==> config.mk <==
export PLATFORM = sky130hd
export DESIGN_NAME = ifpm_input_router
export DESIGN_NICKNAME = d
export VERILOG_FILES = /design/src/hw/ifpm_pkg.sv /design/src/hw/ifpm_input_router.sv /design/src/hw/ifpm_contact_sync.sv /design/src/hw/ifpm_route_digit.sv
export VERILOG_INCLUDE_DIRS = /design/src /design/src/hw
export SDC_FILE = /design/constraint.sdc
export NUM_CORES = 1
export LEC_CHECK = 0
export ABC_AREA = 1
export BUFFER_PORTS_ARGS = -buffer_cell sky130_fd_sc_hd__buf_2
export CORE_MARGIN = 10
export CORE_UTILIZATION = 54
export DETAILED_ROUTE_END_ITERATION = 8
export PLACE_DENSITY = 0.77
export SLEW_MARGIN = 20
export SYNTH_ARGS = -nofsm -noshare
export SYNTH_HDL_FRONTEND = slang
export SYNTH_SLANG_ARGS = --single-unit
==> constraint.sdc <==
create_clock -name ref_clk_in -period 3.7 [get_ports ref_clk_in]
set_input_delay 0.74 -clock ref_clk_in [delete_from_list [all_inputs] [get_ports ref_clk_in]]
set_output_delay 0.74 -clock ref_clk_in [all_outputs]
set_load 0.02 [all_outputs]
==> src/hw/ifpm_params.svh <==
// Constants for the input function pin router: register offsets, digit
// positions, selector codes and reset values.
// Assumes inclusion by bare name from the package and the design modules.
`ifndef IFPM_PARAMS_SVH
`define IFPM_PARAMS_SVH

// Register indices; byte address is four times the index
`define IFPM_IDX_ROUTE_A        16'h250A
`define IFPM_IDX_ROUTE_B        16'h250B
`define IFPM_IDX_LATCH_ORIGIN   16'h2511
`define IFPM_IDX_FORCED_HALT    16'h2516
`define IFPM_IDX_CONTACT_STATE  16'h2520
`define IFPM_IDX_FUNC_STATE     16'h2521

// Digit field low bit positions
`define IFPM_DIG0               0
`define IFPM_DIG1               4
`define IFPM_DIG2               8
`define IFPM_DIG3               12

// Selector codes
`define IFPM_SEL_DIRECT_MAX     4'h6
`define IFPM_SEL_FORCE_ON       4'h7
`define IFPM_SEL_FORCE_OFF      4'h8
`define IFPM_SEL_INV_BASE       4'h9

// Reset values of the route words: every function unused
`define IFPM_RST_ROUTE_A        16'h8888
`define IFPM_RST_ROUTE_B        16'h8888
`define IFPM_RST_LATCH_ORIGIN   16'h8888
`define IFPM_RST_FORCED_HALT    16'h8888

`define IFPM_NUM_CONTACTS       7
`define IFPM_NUM_FUNCS          8

`endif

==> src/hw/ifpm_pkg.sv <==
// Types shared by the input function pin router.
// Assumes the constants header is on the include path.
`include "ifpm_params.svh"

package ifpm_pkg;

	// Classic Wishbone slave request
	typedef struct packed {
		logic        cyc;
		logic        stb;
		logic        we;
		logic [3:0]  sel;
		logic [17:0] adr;
		logic [31:0] dat;
	} ifpm_wb_req_t;

	// Slave answer
	typedef struct packed {
		logic        ack;
		logic [31:0] dat;
	} ifpm_wb_rsp_t;

	// Routed input functions, one level each, asserted high
	typedef struct packed {
		logic forced_halt_input;
		logic origin_input;
		logic latch_input_two;
		logic latch_input_one;
		logic reverse_ext_torque_cap;
		logic forward_ext_torque_cap;
		logic reverse_travel_limit;
		logic forward_travel_limit;
	} ifpm_funcs_t;

	// Edge consumers: level or rising edge detection
	typedef enum logic {IFPM_LEVEL, IFPM_EDGE} ifpm_use_t;

endpackage : ifpm_pkg

==> src/hw/ifpm_input_router.sv <==
// Input function pin router: eight functions picked from seven contacts.
// Assumes a classic Wishbone master on ref_clk_in and raw connector contacts.
//
// Contract
// - Codes 0 to 6 pick contacts 13,7,8,9,10,11,12 and a slash function is asserted while closed.
// - With codes 0 to 6 a plain function is asserted while its contact is open.
// - Codes 9 to F pick the same contacts inverted so a slash function is asserted while open.
// - With codes 9 to F a plain function is asserted while its contact is closed.
// - Code 7 holds a function asserted, but an edge-consumed function then never sees an edge.
// - Code 8 holds a function deasserted and software uses it for unused functions.
// - Functions sharing one contact each follow that one contact and respond together.
// - Each function's route and polarity is one digit of words 250A, 250B, 2511 and 2516.
// - The forward torque cap selector is bits 11:8 of word 250B.
// - The reverse torque cap selector is bits 15:12 of word 250B.
//
// The implementer's own choice: the Wishbone register port.
`timescale 1ns/1ns
`include "ifpm_params.svh"
`default_nettype none

module ifpm_input_router (
	input  wire logic                          ref_clk_in,
	input  wire logic                          reset_in,
	input  wire ifpm_pkg::ifpm_wb_req_t        wb_req_in,
	output ifpm_pkg::ifpm_wb_rsp_t             wb_rsp_out,
	input  wire logic [`IFPM_NUM_CONTACTS-1:0] contact_closed_in,
	output ifpm_pkg::ifpm_funcs_t              funcs_out,
	output ifpm_pkg::ifpm_funcs_t              func_edges_out
);
	import ifpm_pkg::*;

	localparam int NF = `IFPM_NUM_FUNCS;

	logic [15:0] input_route_word_a;
	logic [15:0] input_route_word_b;
	logic [15:0] latch_origin_route_word;
	logic [15:0] forced_halt_route_word;
	logic [`IFPM_NUM_CONTACTS-1:0] contacts;
	logic [NF-1:0] level;
	logic [NF-1:0] is_const;
	logic [NF-1:0] level_q;
	logic [NF-1:0] const_q;
	logic [3:0]    digit [NF];
	logic          slash [NF];

	// Contacts pass two flops first; the routed levels are then registered again in funcs_out
	ifpm_contact_sync #(
		.WIDTH(`IFPM_NUM_CONTACTS)
	) u_sync (
		.ref_clk_in (ref_clk_in),
		.reset_in   (reset_in),
		.async_in   (contact_closed_in),
		.sync_out   (contacts)
	);

	// Digit extraction per function
	assign digit[0] = input_route_word_a[`IFPM_DIG3 +: 4];
	assign digit[1] = input_route_word_b[`IFPM_DIG0 +: 4];
	assign digit[2] = input_route_word_b[`IFPM_DIG2 +: 4];
	assign digit[3] = input_route_word_b[`IFPM_DIG3 +: 4];
	assign digit[4] = latch_origin_route_word[`IFPM_DIG1 +: 4];
	assign digit[5] = latch_origin_route_word[`IFPM_DIG2 +: 4];
	assign digit[6] = latch_origin_route_word[`IFPM_DIG3 +: 4];
	assign digit[7] = forced_halt_route_word[`IFPM_DIG0 +: 4];

	// Slash-named functions use the active-when-closed sense by default
	assign slash[0] = 1'b0;
	assign slash[1] = 1'b0;
	assign slash[2] = 1'b1;
	assign slash[3] = 1'b1;
	assign slash[4] = 1'b1;
	assign slash[5] = 1'b1;
	assign slash[6] = 1'b1;
	assign slash[7] = 1'b0;

	// One routing slice per function; shared contacts fan out to all users
	generate
		for (genvar f = 0; f < NF; f++) begin : g_func
			ifpm_route_digit u_route (
				.digit_in     (digit[f]),
				.slash_in     (slash[f]),
				.contact_in   (contacts),
				.assert_out   (level[f]),
				.is_const_out (is_const[f])
			);
		end
	endgenerate

	// Wishbone decode; word index is the byte address divided by four
	logic [15:0] word_idx;
	logic        req;
	logic        wr;
	logic        hit_a;
	logic        hit_b;
	logic        hit_lo;
	logic        hit_fh;
	logic        hit_cs;
	logic        hit_fs;
	logic [15:0] wmask;
	logic [31:0] rd_data;

	assign word_idx = wb_req_in.adr[17:2];
	assign req      = wb_req_in.cyc && wb_req_in.stb && !wb_rsp_out.ack;
	assign wr       = req && wb_req_in.we;
	assign hit_a    = (word_idx == `IFPM_IDX_ROUTE_A);
	assign hit_b    = (word_idx == `IFPM_IDX_ROUTE_B);
	assign hit_lo   = (word_idx == `IFPM_IDX_LATCH_ORIGIN);
	assign hit_fh   = (word_idx == `IFPM_IDX_FORCED_HALT);
	assign hit_cs   = (word_idx == `IFPM_IDX_CONTACT_STATE);
	assign hit_fs   = (word_idx == `IFPM_IDX_FUNC_STATE);
	assign wmask    = {{8{wb_req_in.sel[1]}}, {8{wb_req_in.sel[0]}}};

	// Read mux; unmapped words read zero and still acknowledge
	assign rd_data = hit_a  ? {16'h0000, input_route_word_a} :
	                 hit_b  ? {16'h0000, input_route_word_b} :
	                 hit_lo ? {16'h0000, latch_origin_route_word} :
	                 hit_fh ? {16'h0000, forced_halt_route_word} :
	                 hit_cs ? {25'h0000000, contacts} :
	                 hit_fs ? {24'h000000, funcs_out} : 32'h00000000;

	// Write merge by byte lane
	function automatic logic [15:0] merge(input logic [15:0] old, input logic [15:0] nw, input logic [15:0] m);
		merge = (old & ~m) | (nw & m);
	endfunction

	// Route words: reset to all-unused so no function fires before setup
	always_ff @(posedge ref_clk_in) begin
		if (reset_in) begin
			input_route_word_a      <= `IFPM_RST_ROUTE_A;
			input_route_word_b      <= `IFPM_RST_ROUTE_B;
			latch_origin_route_word <= `IFPM_RST_LATCH_ORIGIN;
			forced_halt_route_word  <= `IFPM_RST_FORCED_HALT;
		end else if (wr) begin
			if (hit_a)
				input_route_word_a <= merge(input_route_word_a, wb_req_in.dat[15:0], wmask);
			if (hit_b)
				input_route_word_b <= merge(input_route_word_b, wb_req_in.dat[15:0], wmask);
			if (hit_lo)
				latch_origin_route_word <= merge(latch_origin_route_word, wb_req_in.dat[15:0], wmask);
			if (hit_fh)
				forced_halt_route_word <= merge(forced_halt_route_word, wb_req_in.dat[15:0], wmask);
		end
	end

	// Single-cycle ack, dropped the cycle after so back-to-back needs a gap
	always_ff @(posedge ref_clk_in) begin
		if (reset_in) begin
			wb_rsp_out <= '0;
		end else begin
			wb_rsp_out.ack <= req;
			wb_rsp_out.dat <= req ? rd_data : 32'h00000000;
		end
	end

	// Levels registered; edges are rising only and never from a constant
	logic [NF-1:0] next_edges;

	assign next_edges = level & ~level_q & ~is_const & ~const_q;

	always_ff @(posedge ref_clk_in) begin
		if (reset_in) begin
			level_q        <= '0;
			const_q        <= '1;
			funcs_out      <= '0;
			func_edges_out <= '0;
		end else begin
			level_q        <= level;
			const_q        <= is_const;
			funcs_out      <= level;
			func_edges_out <= next_edges;
		end
	end
endmodule // ifpm_input_router

`default_nettype wire

==> src/hw/ifpm_contact_sync.sv <==
// Two-stage synchroniser for the connector contacts.
// Assumes contact levels arrive asynchronously from the io_connector.
`timescale 1ns/1ns
`include "ifpm_params.svh"
`default_nettype none

module ifpm_contact_sync #(
	parameter int WIDTH = `IFPM_NUM_CONTACTS
) (
	input  wire logic             ref_clk_in,
	input  wire logic             reset_in,
	input  wire logic [WIDTH-1:0] async_in,
	output logic      [WIDTH-1:0] sync_out
);
	logic [WIDTH-1:0] meta;

	// First stage is read only by the second stage
	always_ff @(posedge ref_clk_in) begin
		if (reset_in) begin
			meta     <= '0;
			sync_out <= '0;
		end else begin
			meta     <= async_in;
			sync_out <= meta;
		end
	end
endmodule // ifpm_contact_sync

`default_nettype wire

==> src/hw/ifpm_route_digit.sv <==
// One selector digit: picks a contact or constant and applies polarity.
// Assumes synchronised contacts, 1 = closed, and a registered digit.
`timescale 1ns/1ns
`include "ifpm_params.svh"
`default_nettype none

module ifpm_route_digit (
	input  wire logic [3:0]                   digit_in,
	input  wire logic                         slash_in,
	input  wire logic [`IFPM_NUM_CONTACTS-1:0] contact_in,
	output logic                              assert_out,
	output logic                              is_const_out
);
	logic [2:0] idx;
	logic       in_direct;
	logic       in_invert;
	logic       closed;

	// Contact index from the digit; codes 0..6 and 9..F share the order
	// Constant codes point at contact 0 so the index never runs past the bank
	assign in_direct    = (digit_in <= `IFPM_SEL_DIRECT_MAX);
	assign in_invert    = (digit_in >= `IFPM_SEL_INV_BASE);
	assign idx          = in_direct ? digit_in[2:0] :
	                      in_invert ? 3'(digit_in - `IFPM_SEL_INV_BASE) : 3'h0;
	assign closed       = contact_in[idx];
	assign is_const_out = !(in_direct || in_invert);

	// Polarity: direct slash = closed, plain = open; inverted swaps
	always_comb begin
		if (in_direct)
			assert_out = slash_in ? closed : !closed;
		else if (in_invert)
			assert_out = slash_in ? !closed : closed;
		else
			assert_out = (digit_in == `IFPM_SEL_FORCE_ON);
	end
endmodule // ifpm_route_digit

`default_nettype wire

* After elaboration in Yosys (flattened, before gate mapping)
Index checks and enable logic that the tools add are counted.
Storage, ports and cells: logic and storage cells 179, register bits after elaboration 143
Operators by class: eq/ne operators 14, $add $sub $neg 8, $lt $le $gt $ge 24, reductions and logical operators 34, bitwise operators 17, muxes and demuxes 55
Operators with widths (count):
- == test 16 x 14 -> 1 bit, second input constant | 6
- bitwise AND 16 bit | 5
- 2-to-1 mux 16 bit | 4
- OR 16 bit | 4
- 2-to-1 mux 3 bit | 16
- == test 4 x 3 -> 1 bit, second input constant | 8
- >= comparator 4 bit, second input constant | 8
- <= comparator 4 x 3 -> 1 bit, second input constant | 8
- < comparator 3 x 4 -> 1 bit, second input constant | 8
- bitwise AND 8 bit | 3
- binary-select mux 1 bit (select 3 bit) | 8
- 2-to-1 mux 1 bit | 24
- 2-to-1 mux 8 bit | 3
- inverter 8 bit | 3
- subtractor 3 x 1 -> 3 bit, second input constant | 8
- zero test 1 bit | 17
- inverter 16 bit | 1
- logical OR 1 bit | 8
- AND reduction 2 bit | 4
- OR reduction 7 bit | 1
- logical AND 1 bit | 3
- OR reduction 2 bit | 1
- inverter 1 bit | 1

* Depth between registers and ports, before layout
depth after elaboration 11, depth in mapped cells 13

* Hierarchy
From an unflattened synthesis, not the netlist that was laid out.
Second synthesis, totals: cells, all modules 1219, area, all modules 8216.6 um2
By module, submodules not included:
- ifpm_input_router | cells each 608, times used 1, area an instance 4516.8 um2, seq. area each 2102.0 um2
- ifpm_route_digit | cells each 71, times used 8, area an instance 412.9 um2, seq. area each 0.0 um2
- ifpm_contact_sync | cells each 43, times used 1, area an instance 396.6 um2, seq. area each 280.3 um2

* Worst setup path before layout
OpenSTA, ideal clock, no wires.
path type input port to flip-flop, from in wb_req_in[46] (netlist name), to reg with a tool-made name, data arrival time 1.788 ns, cell stages on the path 8, slack 1.771 ns, path buffers 2, cells stage by stage nor2_2 > nand2_2 > nor2_4 > buf_6 > nand3_4 > nor3_4 > buf_6 > o211ai_2
RTL lines:
- start, declared | RTL line ifpm_input_router.sv:24 | input wire ifpm_pkg::ifpm_wb_req_t wb_req_in,

==> key figures <==
Synth
  • Ranking of synthesized cells by area: dfxtp_1, nand3_1, nand2_1
  • Mapped Area: 6750 µm²
  • Average cell area after synthesis: roughly 7.0 µm²
  • Async SR Flop Fraction: 0%
  • Synth warn: 0
  • Register area share after synthesis: 35.3%
  • Top cells by count, synth: nand2_1, inv_1, nand3_1
  • Yosys reg bits: 119
  • Post-synth EDFFs: 0
  • Most numerous cell in the Yosys netlist: nand2_1
  • Synth cell types: 35
  • Share of Yosys cell area claimed by the top area cell type: 35.3%
  • Top FF cell, synth: dfxtp_1
  • Cells after synthesis: 959
  • Synth area leader: dfxtp_1

Clocking
  • H-tree Lvls: 4
  • Clk pin slew, worst setup/hold paths: 0.05 ns
  • Root buf cell: clkbuf_16
  • Num CTS Buffers: 17
  • Clk_lat worst skew: around 0.42 ns
  • Resized cells post-CTS: 0
  • Hold buffers post-CTS: 0
  • Post-CTS Setup Inserts: 0
  • Max clock buf depth: 2
  • CTS sink cnt: approximately 120
  • CTS tree: done

Floorplanning
  • Die area: 17400 µm²
  • Top Ports: 115
  • Core ar.: 12100 µm²
  • Die width: between 100 and 150 µm
  • Starting density of the core: 55.7%
  • Die Ht: 132 µm
  • Rows: 40

Power
  • PwrDens: 419 nW/µm²
  • Leak: between 3 and 4 nW
  • Peak VDD IR: 322 µV

Critical path
  • CP bufs+invs: 1
  • Slowest CP cell: nor3_4
  • Max stage delay on crit path: ~0.59 ns
  • Crit. End Element: flip-flop
  • Cell Chain, Critical Path: buf_2 -> nor2_2 -> nand2_2 -> nor2_4 -> nand3_4 -> nor3_4 -> o21ai_0 -> a21oi_1
  • Critical Path AT: approximately 2.5 ns
  • CP startpoint: wb_req_in[46]
  • CP Launch Type: primary input
  • Worst Path Max Fanout: 16
  • Setup Crit Path Kind: primary input to flip-flop
  • WP data required: 4.04 ns
  • Top cell family by delay on the critical path: simple AND/OR/NAND/NOR gates

Routing
  • Vias/cell: 5.40
  • WL/cell: 14.9 µm
  • Drc violations: 0
  • Vias: roughly 6600
  • Initial DRC count: slightly above 500
  • Drt pass-1 iters: 6
  • Routed Antenna Nets: 0
  • Total Wirelength: approximately 18 mm

STA
  • Worst-Margin Slew: 0.709 ns
  • Max Freq: 458 MHz
  • Setup TNS: 0 ns
  • Final number of setup-violating endpoints: 0
  • Final hold vios: 0
  • Worst Clk Skew: 0.00696 ns
  • Tcrit/Tclk final: 59.0%
  • Slew headroom: a little over half
  • Crit path time final: ~2.2 ns
  • RSZ-0062 raised after global routing: false
  • Final Max Slew Viols: 0

Placement
  • Detailed placement HPWL: 13.2 mm
  • RePlAce Congestion: a little under 0.9
  • Port Buffers: approximately 80

Layout
  • Layout cells sized above 1: 14.1%
  • Number of diodes: 0
  • Finished Core Util: 64.8%
  • Layout area overhead: 16.2%
  • Final nets: ~1100

Global route
  • Vias in the first global route: approximately 6100
  • Largest net degree at the start of global routing: around 60
  • GRT Total Usage: 20.6%
  • First-pass GRT wire length: 29.4 mm
  • Global route overflow: 0
  • Antenna violations before repair: 0

Status
  • Status: complete, no violations

Worst hold path
  • Worst hold start: u_sync.meta[5]
  • Hold WC Path Type: flip-flop to flip-flop

Flow run
  • Max Cap Viol: 0
==> cells in the final DEF, fill, tap and decap left out, drive strengths merged <==
master and instances:
or3 8, nor4 2, conb 16, nor2 74
o21ai 62, nor3 11, ha 32, dfxtp 119
a21oi 93, inv 151, nand4 16, nand3 145
nand3b 6, clkinv 3, o211ai 13, o22ai 5
nand2 176, a211oi 6, clkbuf 23, buf 83
bufinv 6
==> metrics by stage <==
stage | worst slack [ns] | instances | hold WS [ns] | cell area (µm²) | power (mW)
2_1_floorplan | 1.77 | 974 | 0.388 | 6810 | 1.42
3_3_place_gp | 1.21 | 1187 | 0.392 | 7190 | 1.46
3_5_place_dp | 1.16 | 1187 | 0.396 | 7190 | 1.46
4_1_cts | 1.55 | 1218 | 0.403 | 7850 | 3.30
5_1_grt | 1.39 | 1218 | 0.416 | 7850 | 3.38
6_report | 1.52 | 1218 | 0.400 | 7850 | 3.29
==> cell families after synthesis <==
group	Yosys count	synth area share, %
and+or+nand+nor	438	31.9
DFF	119	35.3
AOI/OAI and AO/OA	179	14.5
buffers and inverters	190	12.3
adders and majority gates	32	5.93
other	1	0.0555
==> final cells by class <==
class | count | area [µm²]
multi-input combinational | 665 | 3590
sequential | 119 | 2380
clock inverter | 8 | 194
timing repair buffer | 83 | 428
inverter | 152 | 571
fill | 1101 | 4260
clock buffer | 23 | 468
tap | 168 | 210
==> where the power goes <==
part           internal (mW)  total (mW)  switching [mW]
clock                   1.29        1.86           0.562
sequential              1.29        1.30         0.00660
combinational         0.0389       0.136          0.0974
total                   2.62        3.29           0.666
==> tightest hold or removal path, stage by stage, from the launching register on <==
cell     delay (ns)
dfxtp_1        0.29
inv_1          0.04
nor2_1         0.03
==> routing by layer <==
layer	up-vias	global-route usage, %	share of wire, %
met5	-	0	0
met4	0	9.02	3.0
met3	46	5.22	6.8
met2	242	34.3	48
met1	2996	24.4	43
li1	3289	-	-
==> final timing paths <==
| kind | endpoint | slack (ns) | cells past startpoint |
|---|---|---|---|
| max | flip-flop | 1.52 | 8 |
| min | u_sync.sync_out[5] | 0.40 | 2 |
| max reg2reg | level_q[0] | 1.69 | 12 |
| min reg2reg | u_sync.sync_out[5] | 0.40 | 2 |
(Power assumes the default switching activity.)
